===== config.mk =====
export PLATFORM = sky130hd
export DESIGN_NAME = scc_top
export DESIGN_NICKNAME = d
export VERILOG_FILES = /design/src/design/scc_pkg.sv /design/src/design/scc_fifo.sv /design/src/design/scc_top.sv
export VERILOG_INCLUDE_DIRS = /design/src /design/src/design
export SDC_FILE = /design/constraint.sdc
export NUM_CORES = 1
export LEC_CHECK = 0
export ABC_AREA = 1
export BUFFER_PORTS_ARGS = -buffer_cell sky130_fd_sc_hd__clkbuf_2
export CAP_MARGIN = 10
export CORE_ASPECT_RATIO = 1.2
export CORE_MARGIN = 2
export CORE_UTILIZATION = 40
export CTS_CLUSTER_DIAMETER = 200
export CTS_CLUSTER_SIZE = 28
export DETAILED_ROUTE_END_ITERATION = 16
export GPL_ROUTABILITY_DRIVEN = 0
export PLACE_DENSITY = 0.53
export SLEW_MARGIN = 40
export SYNTH_ARGS = -nofsm -noshare
export SYNTH_HDL_FRONTEND = slang
export SYNTH_SLANG_ARGS = --single-unit

===== constraint.sdc =====
create_clock -name sys_clk_i -period 2.6 [get_ports sys_clk_i]
set_input_delay 0.13 -clock sys_clk_i [delete_from_list [all_inputs] [get_ports sys_clk_i]]
set_output_delay 0.13 -clock sys_clk_i [all_outputs]
set_load 0.01 [all_outputs]

===== src/design/scc_cfg.svh =====
// constants of the serial calendar clock port
`ifndef SCC_CFG_SVH
`define SCC_CFG_SVH

`define SCC_START_WR     8'h5f
`define SCC_START_RD     8'hdf
`define SCC_START_CTL    8'h9f
`define SCC_STOP         8'h1f

`define SCC_TIME_W       56
`define SCC_CTL_W        4
`define SCC_FRAME_W      64
`define SCC_RD_LAST      6'h3f

`define SCC_SEC_LSB      0
`define SCC_MIN_LSB      8
`define SCC_HOUR_LSB     16
`define SCC_WDAY_LSB     24
`define SCC_DATE_LSB     32
`define SCC_MON_LSB      40
`define SCC_YEAR_LSB     48

`define SCC_SEC_MASK     8'h7f
`define SCC_MIN_MASK     8'h7f
`define SCC_HOUR_MASK    8'h3f
`define SCC_WDAY_MASK    8'h07
`define SCC_DATE_MASK    8'h3f
`define SCC_MON_MASK     8'h1f
`define SCC_YEAR_MASK    8'hff

`define SCC_SEC_MAX      8'h59
`define SCC_HOUR_MAX     8'h23
`define SCC_WDAY_MAX     8'h07
`define SCC_MON_MAX      8'h12
`define SCC_YEAR_MAX     8'h99
`define SCC_VAL_ZERO     8'h00
`define SCC_VAL_ONE      8'h01
`define SCC_FEB          8'h02
`define SCC_DAYS_LONG    8'h31
`define SCC_DAYS_SHORT   8'h30
`define SCC_DAYS_FEB     8'h28
`define SCC_DAYS_LEAP    8'h29

`define SCC_CTL_RST      4'h0
`define SCC_CTL_WAKE_EN  0

`define SCC_DIV_LF       32000
`define SCC_DIV_HF       384000
`define SCC_REF_KHZ      32
`define SCC_WAKE_PER_US  720
`define SCC_WAKE_LOW_US  120
`define SCC_WAKE_PER_CYC ((`SCC_WAKE_PER_US * `SCC_REF_KHZ) / 1000)
`define SCC_WAKE_LOW_CYC ((`SCC_WAKE_LOW_US * `SCC_REF_KHZ) / 1000)

`define SCC_FIFO_DEPTH   16
`define SCC_FIFO_WIDTH   1

`endif


===== src/design/scc_pkg.sv =====
// types of the serial calendar clock port
package scc_pkg;

    typedef enum logic [2:0] {
        md_idle    = 3'b000,
        md_wr_time = 3'b001,
        md_wr_ctl  = 3'b010,
        md_rd_arm  = 3'b011,
        md_rd      = 3'b100
    } scc_mode_e;

    typedef logic [7:0] scc_bcd_t;

endpackage : scc_pkg


===== src/design/scc_fifo.sv =====
// ready/valid fifo for received serial bits
`timescale 1ns/1ps
module scc_fifo #(
    parameter int unsigned WIDTH = 1,
    parameter int unsigned DEPTH = 16
)(
    input  wire logic             sys_clk_i,  // system clock
    input  wire logic             rstn_i,     // async reset, active low
    input  wire logic [WIDTH-1:0] in_data_i,  // write data
    input  wire logic             in_valid_i, // write request
    output logic                  in_ready_o, // not full
    output logic [WIDTH-1:0]      out_data_o, // head word
    output logic                  out_valid_o,// not empty
    input  wire logic             out_ready_i // consumer takes head
);
    localparam int unsigned AW = $clog2(DEPTH);

    logic [WIDTH-1:0] mem_q [DEPTH];
    logic [AW:0]      wr_q;
    logic [AW:0]      rd_q;
    logic             push;
    logic             pop;

    assign in_ready_o  = (wr_q[AW] == rd_q[AW]) || (wr_q[AW-1:0] != rd_q[AW-1:0]);
    assign out_valid_o = (wr_q != rd_q);
    assign out_data_o  = mem_q[rd_q[AW-1:0]];
    assign push        = in_valid_i && in_ready_o;
    assign pop         = out_valid_o && out_ready_i;

    always_ff @(posedge sys_clk_i)
    begin
        if (push)
            mem_q[wr_q[AW-1:0]] <= in_data_i;
    end

    always_ff @(posedge sys_clk_i or negedge rstn_i)
    begin
        if (!rstn_i)
        begin
            wr_q <= '0;
            rd_q <= '0;
        end
        else
        begin
            if (push)
                wr_q <= wr_q + 1'b1;
            if (pop)
                rd_q <= rd_q + 1'b1;
        end
    end

endmodule : scc_fifo


===== src/design/scc_top.sv =====
// serial calendar clock: two-wire host port, calendar counters, prescaler, wake-up
// Contract
// - control-only write loads nibble on falling edge of stop code's 8th clock
// - write data bits sampled on rising edge of host clock
// - time-write start code enters write mode; from idle it also halts and clears prescaler
// - time write keeps last 56 bits before stop code
// - time write commits and restarts prescaler on 8th stop clock falling edge
// - all serial transfers are least significant bit first
// - read data shifts out one bit per host clock falling edge
// - read start code turns data pin to output on 8th clock fall
// - read delivers exactly 56 bits copied from running counters
// - device drives stop code itself right after last read bit
// - data pin returns to input on 8th stop clock falling edge
// - seconds or minutes outside 0..59 become 0
// - hours outside 0..23 become 0
// - day of week outside 1..7 becomes 1
// - date beyond month length becomes 1, leap February allows 29
// - month outside 1..12 becomes 1
// - year outside 0..99 becomes 0
// - control nibble stored as written, no correction
// - unused time bits forced to 0
// - any byte matching a start or stop pattern acts as that code
// - prescaler divides reference by 32000 or 384000 for one second
// - start codes 5f time write, df time read, 9f control write
// - stop code 1f, host sends after writes, device after reads
// - control write keeps last 4 bits before stop as nibble
`timescale 1ns/1ps
`include "scc_cfg.svh"
module scc_top #(
    parameter int unsigned PRESCALE_DIV = `SCC_DIV_LF,
    parameter int unsigned WAKE_PER     = `SCC_WAKE_PER_CYC,
    parameter int unsigned WAKE_LOW     = `SCC_WAKE_LOW_CYC,
    parameter int unsigned FIFO_DEPTH   = `SCC_FIFO_DEPTH
)(
    input  wire logic sys_clk_i,    // 200 MHz system clock
    input  wire logic rstn_i,       // async reset, active low
    input  wire logic ref_clk_i,    // reference frequency input pin
    input  wire logic ser_clk_i,    // host shift clock pin
    input  wire logic data_i,       // data pin level in
    output logic      data_o,       // data pin level out
    output logic      data_oe_o,    // data pin driven by device
    output logic      wake_o,       // wake-up pin level out, always low
    output logic      wake_oe_o     // wake-up pin pulled low
);
    localparam int unsigned PW = $clog2(PRESCALE_DIV);
    localparam int unsigned WW = $clog2(WAKE_PER);
    localparam logic [PW-1:0] PRE_LAST = PW'(PRESCALE_DIV - 1);
    localparam logic [WW-1:0] WAKE_LAST = WW'(WAKE_PER - 1);
    localparam logic [WW-1:0] WAKE_LOW_C = WW'(WAKE_LOW);

    // pin synchronisers and edge detect
    logic [2:0] sclk_q;
    logic [1:0] sdat_q;
    logic [2:0] rclk_q;
    always_ff @(posedge sys_clk_i or negedge rstn_i)
    begin
        if (!rstn_i)
        begin
            sclk_q <= 3'h0;
            sdat_q <= 2'h0;
            rclk_q <= 3'h0;
        end
        else
        begin
            sclk_q <= {sclk_q[1:0], ser_clk_i};
            sdat_q <= {sdat_q[0], data_i};
            rclk_q <= {rclk_q[1:0], ref_clk_i};
        end
    end

    logic s_rise;
    logic s_fall;
    logic r_rise;
    assign s_rise = sclk_q[1] && !sclk_q[2];
    assign s_fall = !sclk_q[1] && sclk_q[2];
    assign r_rise = rclk_q[1] && !rclk_q[2];

    scc_pkg::scc_mode_e mode_q;
    logic                  reading;
    assign reading = (mode_q == scc_pkg::md_rd_arm) || (mode_q == scc_pkg::md_rd);

    // sampled bit held until the fifo takes it
    logic smp_v_q;
    logic smp_b_q;
    logic in_ready;
    always_ff @(posedge sys_clk_i or negedge rstn_i)
    begin
        if (!rstn_i)
        begin
            smp_v_q <= 1'b0;
            smp_b_q <= 1'b0;
        end
        else if (s_rise && !reading)
        begin
            smp_v_q <= 1'b1;
            smp_b_q <= sdat_q[1];
        end
        else if (in_ready)
            smp_v_q <= 1'b0;
    end

    logic bit_v;
    logic bit_b;
    logic pend_q;
    logic bit_take;
    assign bit_take = bit_v && !pend_q && !reading;

    scc_fifo #(
        .WIDTH (`SCC_FIFO_WIDTH),
        .DEPTH (FIFO_DEPTH)
    ) u_fifo (
        .sys_clk_i   (sys_clk_i),
        .rstn_i      (rstn_i),
        .in_data_i   (smp_b_q),
        .in_valid_i  (smp_v_q),
        .in_ready_o  (in_ready),
        .out_data_o  (bit_b),
        .out_valid_o (bit_v),
        .out_ready_i (bit_take)
    );

    // calendar counters
    scc_pkg::scc_bcd_t sec_q, min_q, hour_q, wday_q, date_q, mon_q, year_q;
    logic [3:0]        ctl_q;

    function automatic logic bcd_ok(input logic [7:0] v, input logic [7:0] lo,
                                    input logic [7:0] hi);
        return (v[3:0] <= 4'h9) && (v[7:4] <= 4'h9) && (v >= lo) && (v <= hi);
    endfunction : bcd_ok

    function automatic logic is_leap(input logic [7:0] y);
        if (y[4])
            return (y[3:0] == 4'h2) || (y[3:0] == 4'h6);
        return (y[3:0] == 4'h0) || (y[3:0] == 4'h4) || (y[3:0] == 4'h8);
    endfunction : is_leap

    function automatic logic [7:0] month_len(input logic [7:0] m, input logic [7:0] y);
        unique case (m)
            8'h02:                      return is_leap(y) ? `SCC_DAYS_LEAP : `SCC_DAYS_FEB;
            8'h04, 8'h06, 8'h09, 8'h11: return `SCC_DAYS_SHORT;
            default:                    return `SCC_DAYS_LONG;
        endcase
    endfunction : month_len

    function automatic logic [7:0] bcd_inc(input logic [7:0] v);
        if (v[3:0] == 4'h9)
            return {v[7:4] + 4'h1, 4'h0};
        return v + 8'h01;
    endfunction : bcd_inc

    // shift register, newest bit at the top (lsb first framing)
    logic [`SCC_FRAME_W-1:0] sr_q;
    logic [`SCC_FRAME_W-1:0] sr_d;
    logic [7:0]              win_d;
    assign sr_d  = {bit_b, sr_q[`SCC_FRAME_W-1:1]};
    assign win_d = sr_d[`SCC_FRAME_W-1:`SCC_TIME_W];

    // correction of a received time value
    logic [`SCC_TIME_W-1:0] wr_w;
    scc_pkg::scc_bcd_t c_sec, c_min, c_hour, c_wday, c_date, c_mon, c_year;
    always_comb
    begin
        wr_w   = sr_q[`SCC_TIME_W-1:0];
        c_sec  = wr_w[`SCC_SEC_LSB +: 8] & `SCC_SEC_MASK;
        c_min  = wr_w[`SCC_MIN_LSB +: 8] & `SCC_MIN_MASK;
        c_hour = wr_w[`SCC_HOUR_LSB +: 8] & `SCC_HOUR_MASK;
        c_wday = wr_w[`SCC_WDAY_LSB +: 8] & `SCC_WDAY_MASK;
        c_date = wr_w[`SCC_DATE_LSB +: 8] & `SCC_DATE_MASK;
        c_mon  = wr_w[`SCC_MON_LSB +: 8] & `SCC_MON_MASK;
        c_year = wr_w[`SCC_YEAR_LSB +: 8] & `SCC_YEAR_MASK;
        if (!bcd_ok(c_sec, `SCC_VAL_ZERO, `SCC_SEC_MAX))
            c_sec = `SCC_VAL_ZERO;
        if (!bcd_ok(c_min, `SCC_VAL_ZERO, `SCC_SEC_MAX))
            c_min = `SCC_VAL_ZERO;
        if (!bcd_ok(c_hour, `SCC_VAL_ZERO, `SCC_HOUR_MAX))
            c_hour = `SCC_VAL_ZERO;
        if (!bcd_ok(c_wday, `SCC_VAL_ONE, `SCC_WDAY_MAX))
            c_wday = `SCC_VAL_ONE;
        if (!bcd_ok(c_mon, `SCC_VAL_ONE, `SCC_MON_MAX))
            c_mon = `SCC_VAL_ONE;
        if (!bcd_ok(c_year, `SCC_VAL_ZERO, `SCC_YEAR_MAX))
            c_year = `SCC_VAL_ZERO;
        if (!bcd_ok(c_date, `SCC_VAL_ONE, month_len(c_mon, c_year)))
            c_date = `SCC_VAL_ONE;
    end

    // frame decoder
    logic [2:0] bcnt_q;
    logic [5:0] rcnt_q;
    logic       commit_time;
    logic       commit_ctl;
    assign commit_time = s_fall && pend_q && (mode_q == scc_pkg::md_wr_time);
    assign commit_ctl  = s_fall && pend_q && (mode_q == scc_pkg::md_wr_ctl);

    always_ff @(posedge sys_clk_i or negedge rstn_i)
    begin
        if (!rstn_i)
        begin
            mode_q    <= scc_pkg::md_idle;
            sr_q      <= '0;
            bcnt_q    <= 3'h0;
            rcnt_q    <= 6'h0;
            pend_q    <= 1'b0;
            data_o    <= 1'b0;
            data_oe_o <= 1'b0;
        end
        else if (s_fall && pend_q)
        begin
            mode_q <= scc_pkg::md_idle;
            pend_q <= 1'b0;
            sr_q   <= '0;
        end
        else if (s_fall && mode_q == scc_pkg::md_rd_arm)
        begin
            sr_q      <= {`SCC_STOP, year_q, mon_q, date_q, wday_q,
                          hour_q, min_q, sec_q};
            data_o    <= sec_q[0];
            data_oe_o <= 1'b1;
            rcnt_q    <= 6'h0;
            mode_q    <= scc_pkg::md_rd;
        end
        else if (s_fall && mode_q == scc_pkg::md_rd)
        begin
            if (rcnt_q == `SCC_RD_LAST)
            begin
                data_oe_o <= 1'b0;
                data_o    <= 1'b0;
                mode_q    <= scc_pkg::md_idle;
                sr_q      <= '0;
            end
            else
            begin
                sr_q   <= {1'b0, sr_q[`SCC_FRAME_W-1:1]};
                data_o <= sr_q[1];
                rcnt_q <= rcnt_q + 6'h1;
            end
        end
        else if (bit_take)
        begin
            sr_q   <= sr_d;
            bcnt_q <= bcnt_q + 3'h1;
            if (mode_q == scc_pkg::md_idle || bcnt_q == 3'h7)
            begin
                // idle keeps the count at 0; inside a frame 7 wraps to 0 anyway
                bcnt_q <= 3'h0;
                unique case (win_d)
                    `SCC_START_WR:  mode_q <= scc_pkg::md_wr_time;
                    `SCC_START_CTL: mode_q <= scc_pkg::md_wr_ctl;
                    `SCC_START_RD:  mode_q <= scc_pkg::md_rd_arm;
                    `SCC_STOP:      pend_q <= (mode_q != scc_pkg::md_idle);
                    default:        ;
                endcase
            end
        end
    end

    // control nibble
    always_ff @(posedge sys_clk_i or negedge rstn_i)
    begin
        if (!rstn_i)
            ctl_q <= `SCC_CTL_RST;
        else if (commit_ctl)
            ctl_q <= sr_q[`SCC_TIME_W-1 -: `SCC_CTL_W];
    end

    // one-second prescaler
    logic [PW-1:0] pre_q;
    logic          run_q;
    logic          tick;
    assign tick = run_q && r_rise && (pre_q == PRE_LAST);

    always_ff @(posedge sys_clk_i or negedge rstn_i)
    begin
        if (!rstn_i)
        begin
            pre_q <= '0;
            run_q <= 1'b1;
        end
        else if (bit_take && mode_q == scc_pkg::md_idle && win_d == `SCC_START_WR)
        begin
            pre_q <= '0;
            run_q <= 1'b0;
        end
        else if (commit_time)
        begin
            pre_q <= '0;
            run_q <= 1'b1;
        end
        else if (run_q && r_rise)
            pre_q <= tick ? '0 : pre_q + 1'b1;
    end

    // calendar update; a commit overrides a tick in the same cycle
    logic w_sec, w_min, w_hour, w_date, w_mon;
    assign w_sec  = sec_q == `SCC_SEC_MAX;
    assign w_min  = w_sec && min_q == `SCC_SEC_MAX;
    assign w_hour = w_min && hour_q == `SCC_HOUR_MAX;
    assign w_date = w_hour && date_q == month_len(mon_q, year_q);
    assign w_mon  = w_date && mon_q == `SCC_MON_MAX;

    always_ff @(posedge sys_clk_i or negedge rstn_i)
    begin
        if (!rstn_i)
        begin
            sec_q  <= `SCC_VAL_ZERO;
            min_q  <= `SCC_VAL_ZERO;
            hour_q <= `SCC_VAL_ZERO;
            wday_q <= `SCC_VAL_ONE;
            date_q <= `SCC_VAL_ONE;
            mon_q  <= `SCC_VAL_ONE;
            year_q <= `SCC_VAL_ZERO;
        end
        else if (commit_time)
        begin
            sec_q  <= c_sec;
            min_q  <= c_min;
            hour_q <= c_hour;
            wday_q <= c_wday;
            date_q <= c_date;
            mon_q  <= c_mon;
            year_q <= c_year;
        end
        else if (tick)
        begin
            sec_q <= w_sec ? `SCC_VAL_ZERO : bcd_inc(sec_q);
            if (w_sec)
                min_q <= w_min ? `SCC_VAL_ZERO : bcd_inc(min_q);
            if (w_min)
                hour_q <= w_hour ? `SCC_VAL_ZERO : bcd_inc(hour_q);
            if (w_hour)
            begin
                wday_q <= (wday_q == `SCC_WDAY_MAX) ? `SCC_VAL_ONE : bcd_inc(wday_q);
                date_q <= w_date ? `SCC_VAL_ONE : bcd_inc(date_q);
            end
            if (w_date)
                mon_q <= w_mon ? `SCC_VAL_ONE : bcd_inc(mon_q);
            if (w_mon)
                year_q <= (year_q == `SCC_YEAR_MAX) ? `SCC_VAL_ZERO : bcd_inc(year_q);
        end
    end

    // wake-up pulse from the reference input
    logic [WW-1:0] wcnt_q;
    always_ff @(posedge sys_clk_i or negedge rstn_i)
    begin
        if (!rstn_i)
        begin
            wcnt_q    <= '0;
            wake_oe_o <= 1'b0;
            wake_o    <= 1'b0;
        end
        else
        begin
            if (r_rise)
                wcnt_q <= (wcnt_q == WAKE_LAST) ? '0 : wcnt_q + 1'b1;
            wake_oe_o <= ctl_q[`SCC_CTL_WAKE_EN] && (wcnt_q < WAKE_LOW_C);
            wake_o    <= 1'b0;
        end
    end

endmodule : scc_top


==> impl_metrics.py <==
metrics = {
    "setup_path": {
        "worstPathCellList": "inv_2, a21oi_1, nor2_2, buf_4, o21ai_0, o21ai_1, o22ai_2, ha_1, nand3_1, o21ai_1, nand2_1, nand2_1, nand4_1, inv_2, nand2_1, o21ai_1, nand2_1, nand2_1",
        "critPathSlowestCell": "dfrtp_1",
        "cp_slowest_stage_delay_ns": 0.40,
        "reg2reg_from": "sr_q[49]",
        "cp-startpoint": "sr_q[49]",
        "worstPathArrival_ns": 2.76,
        "required_ns": 2.98,
        "crit_top_cell": "nand2_1",
        "crit_path_max_fanout": 4,
        "worstSetupPathType": "register to register",
        "startpoint_type": "register",
        "r2r_cells": 18,
        "cp-end-kind": "register",
    },
    "hold_path": {
        "holdCritPathClass": "input port to asynchronous set/reset pin",
    },
    "routing": {
        "vias": 9083,
        "wl_per_cell_um": 14.54,
        "antenna_left": 0,
        "first_pass_iters": 6,
        "drt-initial-drc-count": 537,
        "via_per_inst": 5.178,
        "drc": 0,
        "routed_wl_um": 25500,
    },
    "floorplan": {
        "core_sq_mm": 0.02717,
        "rows": 66,
        "initial_utilization_pct": 40.71,
        "die_x_um": 155.8,
        "chipHeight_um": 186.2,
        "io_pins": 9,
        "die_area_sq_mm": 0.02900,
    },
    "timing": {
        "slew_violations": 0,
        "max_slew_margin_pct": 58.76,
        "hold_ws_ns": 0.2508,
        "finalHoldViolCount": 0,
        "worst_pin_slew_ns": 0.6186,
        "max_freq_ghz": 0.4199,
        "setup_viol": 0,
        "finalCritPeriodShare_pct": 91.60,
        "period_minus_slack_ns": 2.382,
        "fin_skew_ns": 0.01122,
    },
    "yosys": {
        "yosys.cell_types.count": 55,
        "synth_cells": 1385,
        "netlist_area_sq_mm": 0.01106,
        "postSynthAreaPerCell_sq_um": 7.986,
        "ys_warn_count": 0,
        "ys_async_sr_fraction_pct": 91.75,
        "synth_edf_count": 16,
        "ys_seq_area_share_pct": 44.66,
        "synth_top_flop_cell": "dfrtp_1",
        "syn_nets": 1428,
        "synth_seq_cells": 194,
    },
    "placed_design": {
        "portBuffers": 7,
        "place_area_sq_mm": 0.01147,
        "dp_hpwl_um": 17680,
    },
    "run": {
        "drv_cap": 0,
    },
    "clock_network": {
        "cts_buffer_depth": 2,
        "clock-sinks": 194,
        "cts.clk_slew.worst_paths_ns": 0.08,
        "htreeDepth": 4,
        "tritoncts": "done",
        "clock_tree.root_cell": "clkbuf_16",
        "numCtsBuffers": 17,
        "clk_latency_ns": 0.44,
    },
    "layout": {
        "area_delta_synth_final_pct": 10.31,
        "final_common_cell": "nand2_1",
        "layout_common_cells": "nand2_1, inv_1, dfrtp_1, o21ai_0, nor2_1",
        "final_util_pct": 44.91,
        "antennaDiodeCount": 0,
        "layout.nets": 1444,
        "stdcell_area_sq_mm": 0.01220,
        "drive_gt1_share_pct": 10.40,
    },
    "grt": {
        "grt_busiest_layer": "met2",
        "use_met1_pct": 24.50,
        "grt_pass1_wl_um": 43840,
        "grt.overflow.total": 0,
        "grt_usage_pct": 18.64,
        "grt_max_degree": 71,
        "met2_usage_pct": 32.09,
        "met3_usage_pct": 2.757,
        "grt_pass1_vias": 8965,
        "grt_antenna_before_repair": 0,
    },
    "power_and_ir_drop": {
        "p_leak_nw": 5.437,
        "peakVddDrop_v": 0.0004843,
        "power.density_mw_per_mm2": 744.6,
    },
    "run_status": {
        "status": "finished clean",
    },
}
## cells by family (layout without fill, tap and decap cells)
kind of cell	after synthesis	count (layout)	share of synthesized area (%)
flip-flops	194	194	44.66
buffers and inverters	244	273	9.593
XOR/XNOR	42	42	3.326
AO/OA/AOI/OAI	319	319	16.43
multiplexers	1	1	0.1018
adder cells (fa/ha/maj)	38	38	4.299
AND/OR/NAND/NOR	546	546	21.56
other	1	1	0.03390
## registers in the layout (all words and copies together), names as in the netlist, 5 cells and up
register and flops:
wcnt_q 5, pre_q 15, u_fifo.mem_q 16, min_q 8, year_q 8, hour_q 8, date_q 8, u_fifo.wr_q 5
sr_q 64, rcnt_q 6, sec_q 8, mon_q 8, u_fifo.rd_q 5, wday_q 8
## critical path: cells and delay by family, from the launching register on
kind | cells | cell delay (ns)
AO/OA/AOI/OAI | 6 | 0.62
adder cells (fa/ha/maj) | 1 | 0.28
buffers and inverters | 3 | 0.33
flip-flops | 1 | 0.40
AND/OR/NAND/NOR | 8 | 0.70
## final timing paths
kind	slack, ns	end
worst max-delay path	0.22	date_q[2]
worst min-delay path	0.25	sr_q[38]
worst max register to register	0.22	date_q[2]
worst min register to register	0.35	sclk_q[1]
max in group asynchronous	1.48	sr_q[40]
min in group sys_clk_i	0.33	rclk_q[0]
## cell type report
class                           count  area, sq um
Timing Repair Buffer               41        359.1
Clock inverter                     13        152.6
Fill cell                        2711        14970
Inverter                          200        765.7
Sequential cell                   194         4940
Multi-Input combinational cell    947         5121
Tap cell                          340        425.4
Clock buffer                       19        436.7
## per-stage QoR
stage | instances | setup WS, ns | power (mW) | TNS (ns)
floorplan | 1385 | 0.4378 | 5.683 | 0
finish | 1754 | 0.2185 | 9.084 | 0
CTS | 1748 | 0.1095 | 8.943 | 0
global placement | 1712 | 0.1748 | 6.191 | 0
detailed placement | 1712 | 0.1198 | 6.216 | 0
global route | 1754 | -0.05579 | 9.758 | -0.1801
## routing by layer
| layer | wire length (um) | up-vias |
|---|---|---|
| met1 | 11890 | 4302 |
| li1 | - | 4625 |
| met2 | 12610 | 124 |
| met3 | 610 | 32 |
| met5 | 0 | - |
| met4 | 390 | 0 |
## cell usage after synthesis (4+ instances only)
cell	count	area, sq um
ha_1	38	475.5
o21ai_1	11	55.05
a21oi_1	37	185.2
edfxtp_1	16	480.5
o22ai_1	71	444.2
inv_1	188	705.7
o21ai_2	12	105.1
nor3_1	13	65.06
nand4_1	18	112.6
nand3_1	85	425.4
o21a_1	4	30.03
o21ai_0	159	795.8
dfrtp_1	174	4354
xnor2_1	4	35.03
clkbuf_1	15	56.30
a31oi_1	6	37.54
buf_6	11	123.9
xor2_1	38	332.8
o211ai_1	7	52.55
nand2_1	276	1036
buf_4	7	52.55
inv_2	10	37.54
nand2_2	6	37.54
nor4_1	10	62.56
nor2_2	10	62.56
dfstp_2	4	105.1
buf_2	9	45.04
nor2_1	110	412.9
## timing repair
| action | CTS | global route |
|---|---|---|
| buffers inserted | 0 | 6 |
| hold endpoints to repair | 67 | 0 |
| hold buffers | 4 | 0 |
| resized for setup | 0 | 30 |
| endpoints found under the setup margin | 0 | 6 |
## power by group
part,internal [mW],leakage (nW),switching (mW)
clock network,1.45,0.284,1.23
logic,0.927,2.65,1.54
registers,3.55,2.50,0.386
(Power assumes the default switching activity.)
